`config.mk`:
```
export PLATFORM = sky130hd
export DESIGN_NAME = lutiam_regs
export DESIGN_NICKNAME = d
export VERILOG_FILES = /design/src/include/lutiam_pkg.sv /design/src/hw/lutiam_regs.sv
export SDC_FILE = /design/constraint.sdc
export NUM_CORES = 1
export LEC_CHECK = 0
export ABC_AREA = 1
export BUFFER_PORTS_ARGS = -buffer_cell sky130_fd_sc_hd__buf_4
export CAP_MARGIN = 0
export CORE_MARGIN = 2
export CORE_UTILIZATION = 45
export CTS_CLUSTER_DIAMETER = 30
export CTS_CLUSTER_SIZE = 14
export DETAILED_ROUTE_END_ITERATION = 10
export PLACE_DENSITY = 0.73
export SETUP_SLACK_MARGIN = 0.4
export SLEW_MARGIN = 20
export SYNTH_ARGS = -nofsm -noshare
export SYNTH_HDL_FRONTEND = slang
export SYNTH_SLANG_ARGS = --single-unit
```
`constraint.sdc`:
```
create_clock -name clk_in -period 2 [get_ports clk_in]
set_clock_uncertainty 0.2 [all_clocks]
set_input_delay 0.2 -clock clk_in [delete_from_list [all_inputs] [get_ports clk_in]]
set_output_delay 0.2 -clock clk_in [all_outputs]
set_load 0.1 [all_outputs]
```
`src/include/lutiam_pkg.sv`:
```
// package of constants and carrier types for the lut index and alarm mask registers
package lutiam_pkg;
    // ----------------------------------------
    // tables and offsets
    // ----------------------------------------
    localparam logic [7:0] TABLE_LOW_ROW      = 8'h01;
    localparam logic [7:0] TABLE_HIGH_ROW     = 8'h05;
    localparam logic [7:0] TABLE_CONFIG       = 8'h02;
    localparam logic [7:0] OFF_ALARM_ENABLE_0 = 8'hFB;
    localparam logic [7:0] OFF_WARN_ENABLE_3  = 8'hFC;
    localparam logic [7:0] OFF_WARN_ENABLE_2  = 8'hFD;
    localparam logic [7:0] OFF_ROW_RSVD_LO    = 8'hFE;
    localparam logic [7:0] OFF_ROW_RSVD_HI    = 8'hFF;
    localparam logic [7:0] OFF_AUTOMATION     = 8'h80;
    localparam logic [7:0] OFF_TEMP_INDEX     = 8'h81;
    // ----------------------------------------
    // reset values and field masks
    // ----------------------------------------
    localparam logic [7:0] RST_ENABLE         = 8'h00;
    localparam logic [7:0] RST_AUTOMATION     = 8'h3F;
    localparam logic [7:0] RST_TEMP_INDEX     = 8'h00;
    localparam logic [7:0] MASK_ALARM_0       = 8'hC8;
    localparam logic [7:0] MASK_WARN_2        = 8'hF0;
    localparam logic [7:0] MASK_AUTOMATION    = 8'hBF;
    // ----------------------------------------
    // automation and alarm field positions
    // ----------------------------------------
    localparam int BIT_NV_BLOCK   = 7;
    localparam int BIT_CONV1_AUTO = 5;
    localparam int BIT_CONV2_AUTO = 4;
    localparam int BIT_INDEX_AUTO = 3;
    localparam int BIT_MOD_AUTO   = 2;
    localparam int BIT_PREF_AUTO  = 1;
    localparam int BIT_LOOP_AUTO  = 0;
    localparam int BIT_SHUT_ALARM = 3;
    // ----------------------------------------
    // index arithmetic, temperature in 1/256 degree units
    // ----------------------------------------
    localparam logic signed [15:0] TEMP_MIN    = 16'shD800;
    localparam logic signed [15:0] TEMP_MAX    = 16'sh6600;
    localparam logic signed [16:0] TEMP_OFFSET = 17'sh02800;
    localparam int                 STEP_SHIFT  = 9;
    localparam logic [7:0]         INDEX_BASE  = 8'h80;
    localparam logic [7:0]         INDEX_TOP   = 8'hC7;

    // host access carrier
    typedef struct packed {
        logic       wr;
        logic       rd;
        logic [7:0] table_sel;
        logic [7:0] addr;
        logic [7:0] wdata;
        logic       stop;
    } lutiam_bus_type;

    // access rights carrier
    typedef struct packed {
        logic upper_password;
        logic lower_password;
        logic enable_row_rw_permit;
        logic enable_row_ro_permit;
        logic config_tables_rw_permit;
        logic config_tables_ro_permit;
    } lutiam_rights_type;

    // monitor flag carrier
    typedef struct packed {
        logic       rx_signal_high_alarm;
        logic       rx_signal_low_alarm;
        logic       bias_max_alarm;
        logic [7:0] warn_group3;
        logic [3:0] warn_group2;
    } lutiam_flags_type;
endpackage

```
`src/hw/lutiam_regs.sv`:
```
// lut index and alarm mask register bank with index computation
`timescale 1ns/1ps
// Operation
// - alarm bits 7,6 gate rx-signal alarms to interrupt
// - alarm bit 3 gates bias-max to shutdown
// - warn register 3 bits gate eight warnings
// - warn register 2 bits 7:4 gate warnings
// - enable row sits in table 01h or 05h
// - enable registers power on at 00h, shadowed
// - enable row access needs upper password, or lower password and permits
// - row bytes FEh-FFh have no access
// - bit 7 blocks nonvolatile commit
// - bit 5 selects converter-1 auto or host
// - bit 4 selects converter-2 auto or host
// - bit 3 selects index auto or host
// - bit 2 selects modulation auto or host
// - bit 1 selects power reference auto or host
// - bit 0 selects feedback loop or manual bias
// - manual values apply at bus stop
// - index resets 00h, writable only manual
// - index is (temp+40)/2 plus 80h
// - index clamps to 80h and C7h
// - index addresses all lookup tables
// - lookup addresses built from index bits
// - location bit picks 01h or 05h
// - auto values refresh at conversion end
module lutiam_regs (
    input  wire logic                        clk_in,
    input  wire logic                        rst_in,
    input  wire lutiam_pkg::lutiam_bus_type    bus_in,
    input  wire lutiam_pkg::lutiam_rights_type rights_in,
    input  wire lutiam_pkg::lutiam_flags_type  flags_in,
    input  wire logic                        row_in_high_table_in,
    input  wire logic                        nv_restore_in,
    input  wire logic [7:0]                  nv_alarm0_in,
    input  wire logic [7:0]                  nv_warn3_in,
    input  wire logic [7:0]                  nv_warn2_in,
    input  wire logic signed [15:0]          temperature_in,
    input  wire logic                        conversion_done_in,
    output logic [7:0]                       rdata_out,
    output logic                             rvalid_out,
    output logic                             nv_commit_out,
    output logic [7:0]                       nv_commit_addr_out,
    output logic [7:0]                       nv_commit_data_out,
    output logic [7:0]                       temperature_lut_index_out,
    output logic [7:0]                       mod_lut_addr_out,
    output logic [7:0]                       table_lut_addr_out,
    output logic                             lut_recall_out,
    output logic [5:0]                       auto_modes_out,
    output logic                             manual_apply_out,
    output logic                             tx_fault_interrupt_out,
    output logic                             laser_shutdown_gate_out
);
    // ----------------------------------------
    // registers
    // ----------------------------------------
    logic [7:0] alarm_enable_0_reg;
    logic [7:0] warning_enable_3_reg;
    logic [7:0] warning_enable_2_reg;
    logic [7:0] lut_automation_control_reg;
    logic [7:0] temperature_lut_index_reg;
    logic       manual_pending_reg;

    // ----------------------------------------
    // decode
    // ----------------------------------------
    wire logic [7:0] row_table  = row_in_high_table_in ? lutiam_pkg::TABLE_HIGH_ROW
                                                       : lutiam_pkg::TABLE_LOW_ROW;
    wire logic in_row           = bus_in.table_sel == row_table;
    wire logic in_cfg           = bus_in.table_sel == lutiam_pkg::TABLE_CONFIG;
    wire logic row_rd_ok        = rights_in.upper_password | (rights_in.lower_password &
                                  (rights_in.enable_row_rw_permit | rights_in.enable_row_ro_permit));
    wire logic row_wr_ok        = rights_in.upper_password |
                                  (rights_in.lower_password & rights_in.enable_row_rw_permit);
    wire logic cfg_rd_ok        = rights_in.upper_password | (rights_in.lower_password &
                                  (rights_in.config_tables_rw_permit | rights_in.config_tables_ro_permit));
    wire logic cfg_wr_ok        = rights_in.upper_password |
                                  (rights_in.lower_password & rights_in.config_tables_rw_permit);
    wire logic sel_alarm0       = in_row & (bus_in.addr == lutiam_pkg::OFF_ALARM_ENABLE_0);
    wire logic sel_warn3        = in_row & (bus_in.addr == lutiam_pkg::OFF_WARN_ENABLE_3);
    wire logic sel_warn2        = in_row & (bus_in.addr == lutiam_pkg::OFF_WARN_ENABLE_2);
    wire logic sel_auto         = in_cfg & (bus_in.addr == lutiam_pkg::OFF_AUTOMATION);
    wire logic sel_index        = in_cfg & (bus_in.addr == lutiam_pkg::OFF_TEMP_INDEX);
    // reserved row bytes FEh-FFh never decode, so they are neither read nor written
    wire logic wr_row           = bus_in.wr & row_wr_ok;
    wire logic wr_alarm0        = wr_row & sel_alarm0;
    wire logic wr_warn3         = wr_row & sel_warn3;
    wire logic wr_warn2         = wr_row & sel_warn2;
    wire logic wr_auto          = bus_in.wr & cfg_wr_ok & sel_auto;
    wire logic index_auto       = lut_automation_control_reg[lutiam_pkg::BIT_INDEX_AUTO];
    wire logic wr_index         = bus_in.wr & cfg_wr_ok & sel_index & ~index_auto;
    wire logic wr_shadow        = wr_alarm0 | wr_warn3 | wr_warn2;
    wire logic nv_block         = lut_automation_control_reg[lutiam_pkg::BIT_NV_BLOCK];

    // ----------------------------------------
    // read mux
    // ----------------------------------------
    wire logic [7:0] rd_mux =
        (sel_alarm0 & row_rd_ok) ? alarm_enable_0_reg :
        (sel_warn3  & row_rd_ok) ? warning_enable_3_reg :
        (sel_warn2  & row_rd_ok) ? warning_enable_2_reg :
        (sel_auto   & cfg_rd_ok) ? lut_automation_control_reg :
        (sel_index  & cfg_rd_ok) ? temperature_lut_index_reg : 8'h00;

    // ----------------------------------------
    // index computation
    // ----------------------------------------
    wire logic signed [16:0] temp_shift = 17'(temperature_in) + lutiam_pkg::TEMP_OFFSET;
    wire logic [7:0] index_raw  = 8'(temp_shift >>> lutiam_pkg::STEP_SHIFT) + lutiam_pkg::INDEX_BASE;
    wire logic [7:0] index_calc =
        (temperature_in < lutiam_pkg::TEMP_MIN) ? lutiam_pkg::INDEX_BASE :
        (temperature_in > lutiam_pkg::TEMP_MAX) ? lutiam_pkg::INDEX_TOP  : index_raw;
    wire logic [7:0] mod_addr   = {1'b1, temperature_lut_index_reg[6:0]};
    wire logic [7:0] table_addr = {2'b10, temperature_lut_index_reg[6:1]};

    // ----------------------------------------
    // interrupt and shutdown
    // ----------------------------------------
    wire logic alarm_hit = (alarm_enable_0_reg[7] & flags_in.rx_signal_high_alarm) |
                           (alarm_enable_0_reg[6] & flags_in.rx_signal_low_alarm);
    wire logic warn_hit  = |(warning_enable_3_reg & flags_in.warn_group3) |
                           |(warning_enable_2_reg[7:4] & flags_in.warn_group2);
    wire logic shut_hit  = alarm_enable_0_reg[lutiam_pkg::BIT_SHUT_ALARM] & flags_in.bias_max_alarm;

    // ----------------------------------------
    // enable row
    // ----------------------------------------
    always_ff @(posedge clk_in) begin
        if (rst_in) begin
            alarm_enable_0_reg   <= lutiam_pkg::RST_ENABLE;
            warning_enable_3_reg <= lutiam_pkg::RST_ENABLE;
            warning_enable_2_reg <= lutiam_pkg::RST_ENABLE;
        end else if (nv_restore_in) begin
            alarm_enable_0_reg   <= nv_alarm0_in & lutiam_pkg::MASK_ALARM_0;
            warning_enable_3_reg <= nv_warn3_in;
            warning_enable_2_reg <= nv_warn2_in & lutiam_pkg::MASK_WARN_2;
        end else begin
            if (wr_alarm0) alarm_enable_0_reg <= bus_in.wdata & lutiam_pkg::MASK_ALARM_0;
            if (wr_warn3) warning_enable_3_reg <= bus_in.wdata;
            if (wr_warn2) warning_enable_2_reg <= bus_in.wdata & lutiam_pkg::MASK_WARN_2;
        end
    end

    // ----------------------------------------
    // nonvolatile commit
    // ----------------------------------------
    always_ff @(posedge clk_in) begin
        if (rst_in) begin
            nv_commit_out      <= 1'b0;
            nv_commit_addr_out <= 8'h00;
            nv_commit_data_out <= 8'h00;
        end else begin
            nv_commit_out      <= wr_shadow & ~nv_block;
            nv_commit_addr_out <= bus_in.addr;
            nv_commit_data_out <= bus_in.wdata;
        end
    end

    // ----------------------------------------
    // automation control and index
    // ----------------------------------------
    always_ff @(posedge clk_in) begin
        if (rst_in) begin
            lut_automation_control_reg <= lutiam_pkg::RST_AUTOMATION;
            temperature_lut_index_reg  <= lutiam_pkg::RST_TEMP_INDEX;
        end else begin
            if (wr_auto) lut_automation_control_reg <= bus_in.wdata & lutiam_pkg::MASK_AUTOMATION;
            if (wr_index) temperature_lut_index_reg <= bus_in.wdata;
            else if (index_auto & conversion_done_in) temperature_lut_index_reg <= index_calc;
        end
    end

    // ----------------------------------------
    // manual apply at stop, lookup recall
    // ----------------------------------------
    wire logic manual_wr = bus_in.wr & cfg_wr_ok & in_cfg & ~sel_auto & ~sel_index;
    always_ff @(posedge clk_in) begin
        if (rst_in) begin
            manual_pending_reg <= 1'b0;
            manual_apply_out   <= 1'b0;
            lut_recall_out     <= 1'b0;
            mod_lut_addr_out   <= 8'h00;
            table_lut_addr_out <= 8'h00;
        end else begin
            manual_pending_reg <= bus_in.stop ? 1'b0 : (manual_pending_reg | manual_wr);
            manual_apply_out   <= bus_in.stop & (manual_pending_reg | manual_wr);
            lut_recall_out     <= conversion_done_in;
            mod_lut_addr_out   <= mod_addr;
            table_lut_addr_out <= table_addr;
        end
    end

    // ----------------------------------------
    // outputs
    // ----------------------------------------
    always_ff @(posedge clk_in) begin
        if (rst_in) begin
            rdata_out                 <= 8'h00;
            rvalid_out                <= 1'b0;
            temperature_lut_index_out <= lutiam_pkg::RST_TEMP_INDEX;
            auto_modes_out            <= lutiam_pkg::RST_AUTOMATION[5:0];
            tx_fault_interrupt_out    <= 1'b0;
            laser_shutdown_gate_out   <= 1'b0;
        end else begin
            rdata_out                 <= bus_in.rd ? rd_mux : 8'h00;
            rvalid_out                <= bus_in.rd;
            temperature_lut_index_out <= temperature_lut_index_reg;
            auto_modes_out            <= lut_automation_control_reg[5:0];
            tx_fault_interrupt_out    <= alarm_hit | warn_hit;
            laser_shutdown_gate_out   <= shut_hit;
        end
    end
endmodule // lutiam_regs

```
Word level (Yosys, flattened, before mapping) --
Cells that the tools add are included.
Word-level totals: bits in registers 91
Cells by class: bitwise operators 50, reduce and logical (&&, ||, !) cells 9, muxes and demuxes 18, eq/ne operators 7, magnitude comparators 2, $add $sub $neg 2
Operators by type and width (count):
- 2-to-1 mux 8 bit | 17
- == test 8 bit (second input constant) | 5
- AND 1 bit | 31
- adder 16 x 15 -> 17 bit (second input constant) | 1
- greater-than comparator 16 bit (second input constant) | 1
- less-than comparator 16 x 15 -> 1 bit (second input constant) | 1
- bitwise OR 1 bit | 12
- adder 8 bit (second input constant) | 1
- AND 8 bit | 1
- == test 8 x 2 -> 1 bit (second input constant) | 1
- == test 8 x 3 -> 1 bit | 1
- nonzero test 2 bit | 4
- OR reduction 8 bit | 1
- inverter 1 bit | 5
- AND 4 bit | 1
- OR reduction 2 bit | 2
- OR reduction 4 bit | 1
- 2-to-1 mux 3 bit | 1
- OR reduction 3 bit | 1

Depth between registers and ports, before layout --
Gate-level depths: netlist of run 1.
depth after elaboration 9, mapped depth 12, mapped depth without buffers 12

Least setup slack after synthesis of run 1 --
Ideal clock, no wire load.
kind register to output, start point register, netlist name mod_lut_addr_out[1], end point output port table_lut_addr_out[0], path buffers 1, cell stages (with the launch flop) 2, slack 0.226 ns, data arrival time 1.374 ns, cells stage by stage dfxtp_1 -> buf_4
RTL lines:
- end, declared | line lutiam_regs.sv:47 | output logic [7:0] table_lut_addr_out,

Worst setup path in the final report of run 1 --
start point input port bus_in[14] (netlist bit), end point register nv_commit_addr_out[5]
RTL lines:
- start, declared | line lutiam_regs.sv:30 | input wire lutiam_pkg::lutiam_bus_type bus_in,
- end signal, assigned | line lutiam_regs.sv:154 | nv_commit_addr_out <= bus_in.addr;
- end, declared | line lutiam_regs.sv:43 | output logic [7:0] nv_commit_addr_out,
No word-level cell between the ends.

==> results.json, run 1 <==
{
  "finalNonFillerCells": 779,
  "grt_antenna_before_repair": 0,
  "synth_cells": 498,
  "slowest_delay_ns": 0.57,
  "core_area_um2": 7650,
  "crit_path_frequent_cell": "dlygate4sd3_1",
  "drt_iter0_markers": 242,
  "total_power_mw": 3.64,
  "async_reset_ff_share_pct": 0,
  "netlist.area_leader.share_pct": 43.2,
  "cts_tree": "built",
  "cp_max_fo": 2,
  "first_global_vias": 3854,
  "finalHoldViolCount": 0,
  "syn_area_um2": 3520,
  "grt_overflow_total": 0,
  "critPathKind": "primary input to flop",
  "grt_max_degree": 28,
  "drtPass1Iterations": 5,
  "cts.sinks": 76,
  "cp-start-kind": "primary input",
  "timing.slew.headroom_pct": 60.2,
  "io-pin-count": 153,
  "synth_edf_count": 0,
  "htreeDepth": 3,
  "routedWlPerCell_um": 13.8,
  "p_clk_share_pct": 33.9,
  "crit_required_ns": 2.05,
  "seq_area_frac_synth_pct": 43.2,
  "final.min_clock_period_ns": 1.50,
  "yosysMostFrequentCell": "nand2_1",
  "dp_hpwl_um": 7820,
  "power_frac_seq_pct": 44.1,
  "fill_cells": 649,
  "wl_um": 10800,
  "p_leak_nw": 2.61,
  "fin_crit_sh_pct": 75.0,
  "setup_viol": 0,
  "grt_use_total_pct": 25.9,
  "synth_ff_type": "dfxtp_1",
  "path_cells": "buf_4 > inv_1 > dlygate4sd3_1 > nor2_1 > dlygate4sd3_1",
  "post_cts_buffers": 0,
  "max_freq_mhz": 666,
  "dpl-instance-area_um2": 4580,
  "final_nets": 767,
  "critPathCaptureType": "flop",
  "whs_ns": 0.0243,
  "synth_cell_types": 35,
  "finalMaxSlewViolations": 0,
  "insertion_delay_ns": 0.35,
  "ys_ff_latch": 76,
  "switching_share_pct": 32.9,
  "dieArea_um2": 8550,
  "postRouteAntennaNets": 0,
  "comb_power_share_pct": 22.0,
  "via_per_inst": 4.96,
  "drive_gt1_share_pct": 30.0,
  "chipHeight_um": 92.5,
  "cts_buffer_depth": 2,
  "clk_pin_slew_ns": 0.09,
  "synth_commonest_cells": "nand2_1, dfxtp_1, nor2_1",
  "die_x_um": 92.5,
  "cp.arrival_ns": 1.55,
  "vdd_drop_max_uv": 374,
  "gp_congestion": 0.905,
  "ys_warn_count": 0,
  "synthTopCellsByArea": "dfxtp_1, nand2_1, nor2_1",
  "grt_pass1_wl_um": 17600,
  "clockRootBuffer": "clkbuf_8",
  "tns_ns": 0,
  "start_util_pct": 46.1,
  "rows": 32,
  "drc": 0,
  "design_area_um2": 5250,
  "synth.largest_area_cell": "dfxtp_1",
  "power_per_cell_area_nw_per_um2": 694,
  "run_status": "finished, final reports clean",
  "synth_nets": 593,
  "rsz0062_at_grt": "yes",
  "syn_to_final_growth_pct": 48.9,
  "worstHoldPathType": "primary input to flop",
  "p_int_mw": 2.44,
  "diodes": 0,
  "place_inst": 719,
  "vias": 3867,
  "worstMarginPinSlew_ns": 0.594,
  "drv_cap": 0,
  "cts_made_buffers": 9,
  "p_sw_mw": 1.20,
  "crit_path_top_delay_cell": "dlygate4sd3_1",
  "syn_avg_cell_area_um2": 7.08,
  "io_buffer_count": 142
}
-- per-stage QoR --
step / util [%] / worst slack [ns]
after floorplan: - / 0.530
after global placement: 59.9 / 0.106
after detailed placement: 59.9 / 0.0948
after CTS: 68.4 / 0.462
after global routing: 68.6 / 0.351
final: 68.6 / 0.499
-- critical path, delay by kind of cell --
kind	cells	cell delay, ns
buffers and inverters	4	1.31
AND/OR/NAND/NOR	1	0.04
-- cell type report --
cell class              count  area, um2  area share [%]
multi-input cells         324       1570            30.0
repair buffers            190       1540            29.3
flip-flops and latches     76       1530            29.2
inverters                  71        272            5.17
well taps                 102        128            2.43
clock buffers               9        124            2.36
clock inverters             7       82.6            1.57
-- per-layer routing --
metal	up-vias	GRT usage [%]	wire length (um)
met5	-	0	0
met4	0	11.7	294
li1	1920	-	-
met3	25	5.21	842
met1	1733	31.8	4370
met2	189	43.8	5270
-- cell families (layout without fill, tap and decap cells) --
family	after synthesis	in the layout	synth area share, %
simple gates	261	261	33.7
fa+ha+maj	2	2	0.710
xor+xnor	2	2	0.497
compound gates	58	58	9.16
buf+inv	98	277	12.6
other cells	1	1	0.106
flops	76	76	43.2
-- cell usage in the layout, fill, tap and decap left out, drive strengths merged --
cell	count
a21oi	21
a221oi	1
a31oi	13
buf	146
bufinv	1
clkbuf	9
clkinv	4
clkinvlp	2
conb	1
dfxtp	76
dlygate4sd3	44
ha	2
inv	71
nand2	128
nand3	30
nand4	26
nor2	73
nor3	2
o211ai	2
o21ai	19
o22ai	1
o31ai	1
or2	2
xnor2	1
xor2	1
-- power by group through the flow --
stage          Clock [mW]  Combinational (mW)  Sequential (mW)
4_1_cts              1.25               0.794             1.60
3_3_place_gp            0               0.715             1.64
2_1_floorplan           0               0.277             1.84
6_report             1.23               0.802             1.61
5_1_grt              1.33               0.852             1.61
3_5_place_dp            0               0.725             1.64
-- timing repair --
item	in CTS	in global routing
setup endpoints to repair	0	21
endpoints found under the hold margin	45	0
hold buffers	44	0
gates resized for setup	0	5
-- path summary, 6_finish.rpt --
path                                       from                            to  slack (ns)  depth (start not counted)
hold reg to reg    temperature_lut_index_reg[1]           mod_lut_addr_out[1]        0.25                          2
setup / recovery                     bus_in[14]         nv_commit_addr_out[5]        0.50                          5
hold / removal                           rst_in                  rdata_out[7]        0.02                          4
setup reg to reg  lut_automation_control_reg[3]  temperature_lut_index_reg[1]        0.64                          6
Power figures use the tool's default switching activity.
==> run 2: changes to the inputs <==
==> constraint.sdc (replaced) <==
create_clock -name clk_in -period 1.4 [get_ports clk_in]
set_clock_uncertainty 0.2 [all_clocks]
set_input_delay 0.14 -clock clk_in [delete_from_list [all_inputs] [get_ports clk_in]]
set_output_delay 0.14 -clock clk_in [all_outputs]
set_load 0.1 [all_outputs]
==> results.json, run 2 (synthesized netlist as in run 1, its figures left out) <==
{
  "run_status": "complete, but fails checks",
  "violations": "hold timing, setup timing",
  "vdd_drop_max_uv": 592,
  "seqCellArea_um2": 1610,
  "core_area_um2": 7650,
  "via_per_inst": 6.15,
  "routedWlPerCell_um": 25.8,
  "io_buffer_count": 142,
  "final_common_cell": "buf_4",
  "setup_slack_ns": -0.439,
  "final_cell_mix": "buf_4, nand2_1, buf_12",
  "p_int_mw": 3.58,
  "p_sw_mw": 2.14,
  "p_leak_nw": 3.25,
  "finalMaxSlewViolations": 0,
  "postRouteAntennaNets": 0,
  "drive_gt1_share_pct": 57.4,
  "start_util_pct": 46.1,
  "cts.sinks": 76,
  "drt_iter0_markers": 637,
  "fill_cells": 235,
  "switching_share_pct": 37.4,
  "critPathKind": "primary input to flop",
  "grt_overflow_total": 0,
  "setup_viol": 12,
  "gp_congestion": 0.904,
  "grt_pass1_wl_um": 24700,
  "dieArea_um2": 8550,
  "worstHoldPathType": "primary input to flop",
  "dpl-instance-area_um2": 5050,
  "clk_pin_slew_ns": 0.10,
  "p_clk_share_pct": 30.3,
  "dp_hpwl_um": 8770,
  "htreeDepth": 3,
  "rows": 32,
  "hold_buffers": 29,
  "final.min_clock_period_ns": 1.84,
  "timing.slew.headroom_pct": 54.4,
  "cts_buffer_depth": 2,
  "clockRootBuffer": "clkbuf_8",
  "critPathCaptureType": "flop",
  "worstMarginPinSlew_ns": 0.681,
  "grt_antenna_before_repair": 1,
  "finalNonFillerCells": 821,
  "insertion_delay_ns": 0.38,
  "grt_use_total_pct": 38.0,
  "rsz0062_at_grt": "yes",
  "cts_made_buffers": 9,
  "die_x_um": 92.5,
  "syn_to_final_growth_pct": 103,
  "design_area_um2": 7160,
  "max_freq_mhz": 544,
  "first_global_vias": 4631,
  "whs_ns": -0.138,
  "drtPass1Iterations": 5,
  "cp_max_fo": 8,
  "fin_crit_sh_pct": 131,
  "power_per_cell_area_nw_per_um2": 800,
  "place_inst": 751,
  "io-pin-count": 153,
  "cp-start-kind": "primary input",
  "finalHoldViolCount": 32,
  "pre_cts_ws_ns": -0.252,
  "crit_required_ns": 1.50,
  "drv_cap": 0,
  "cts_tree": "built",
  "comb_power_share_pct": 28.8,
  "final_nets": 808,
  "vias": 5052,
  "wl_um": 21200,
  "chipHeight_um": 92.5,
  "grt_max_degree": 23,
  "cp.arrival_ns": 1.94,
  "drc": 0,
  "multi_input_area_um2": 2190,
  "power_frac_seq_pct": 40.9
}
==> run 2: changes by cell type in the layout (fill, tap and decap cells not counted), sizes merged <==
cell          before  now
buf              146  203
bufinv             1    0
clkinv             4    5
clkinvlp           2    0
diode              0    1
dlygate4sd3       44   26
dlymetal6s4s       0    1
inv               71   73
nor2              73   74
==> run 2: per-stage QoR <==
step                TNS [ns]  power (mW)  util, %
floorplan                  0        3.09        -
global placement       -5.68        3.46     66.1
detailed placement     -6.62        3.47     66.1
CTS                        0        5.41     88.6
global route           -4.62        5.82     93.6
finish                 -3.83        5.72     93.6
==> run 2: worst max-delay path, stage by stage <==
cell and delay, ns:
buf_4 0.12, nand2_2 0.07, inv_2 0.17, nand4_1 0.42, nor2_4 0.42, buf_6 0.19
nand4_1 0.10, nand2_1 0.08, nor2_1 0.06, a21oi_1 0.14
==> run 2: cell type report <==
cell class / count / area share [%]
antenna: 1 / 0.0350
clock buffer: 9 / 1.73
clock inverter: 7 / 0.926
inverter: 71 / 4.70
multi-input combinational: 325 / 30.6
sequential: 76 / 22.5
tap: 102 / 1.78
timing repair buffer: 230 / 37.8
==> run 2: path summary, 6_finish.rpt <==
kind	from	to	slack, ns	cells past startpoint
setup / recovery	bus_in[12]	rdata_out[6]	-0.44	10
hold / removal	bus_in[7]	nv_commit_data_out[6]	-0.14	3
setup reg to reg	lut_automation_control_reg[3]	temperature_lut_index_reg[3]	0.07	6
hold reg to reg	temperature_lut_index_reg[6]	temperature_lut_index_out[6]	0.28	2
==> run 2: layer usage <==
layer	track usage, %	part of all wire, %
met5	0	0
met4	22.9	9.8
met3	8.14	14
met2	67.6	46
met1	41.2	31
==> run 2: power by group through the flow <==
stage	sequential (mW)	combinational, mW	clock [mW]
3_5_place_dp	2.34	1.13	0
4_1_cts	2.32	1.44	1.65
6_report	2.34	1.65	1.73
5_1_grt	2.34	1.69	1.79
3_3_place_gp	2.34	1.12	0
2_1_floorplan	2.64	0.456	0
==> run 2: repair_timing <==
action,4_1_cts,5_1_grt
pin swaps,55,39
cloned,1,0
hold endpoints to repair,53,29
gates resized for setup,293,66
endpoints found under the setup margin,101,104
buffers inserted,11,14
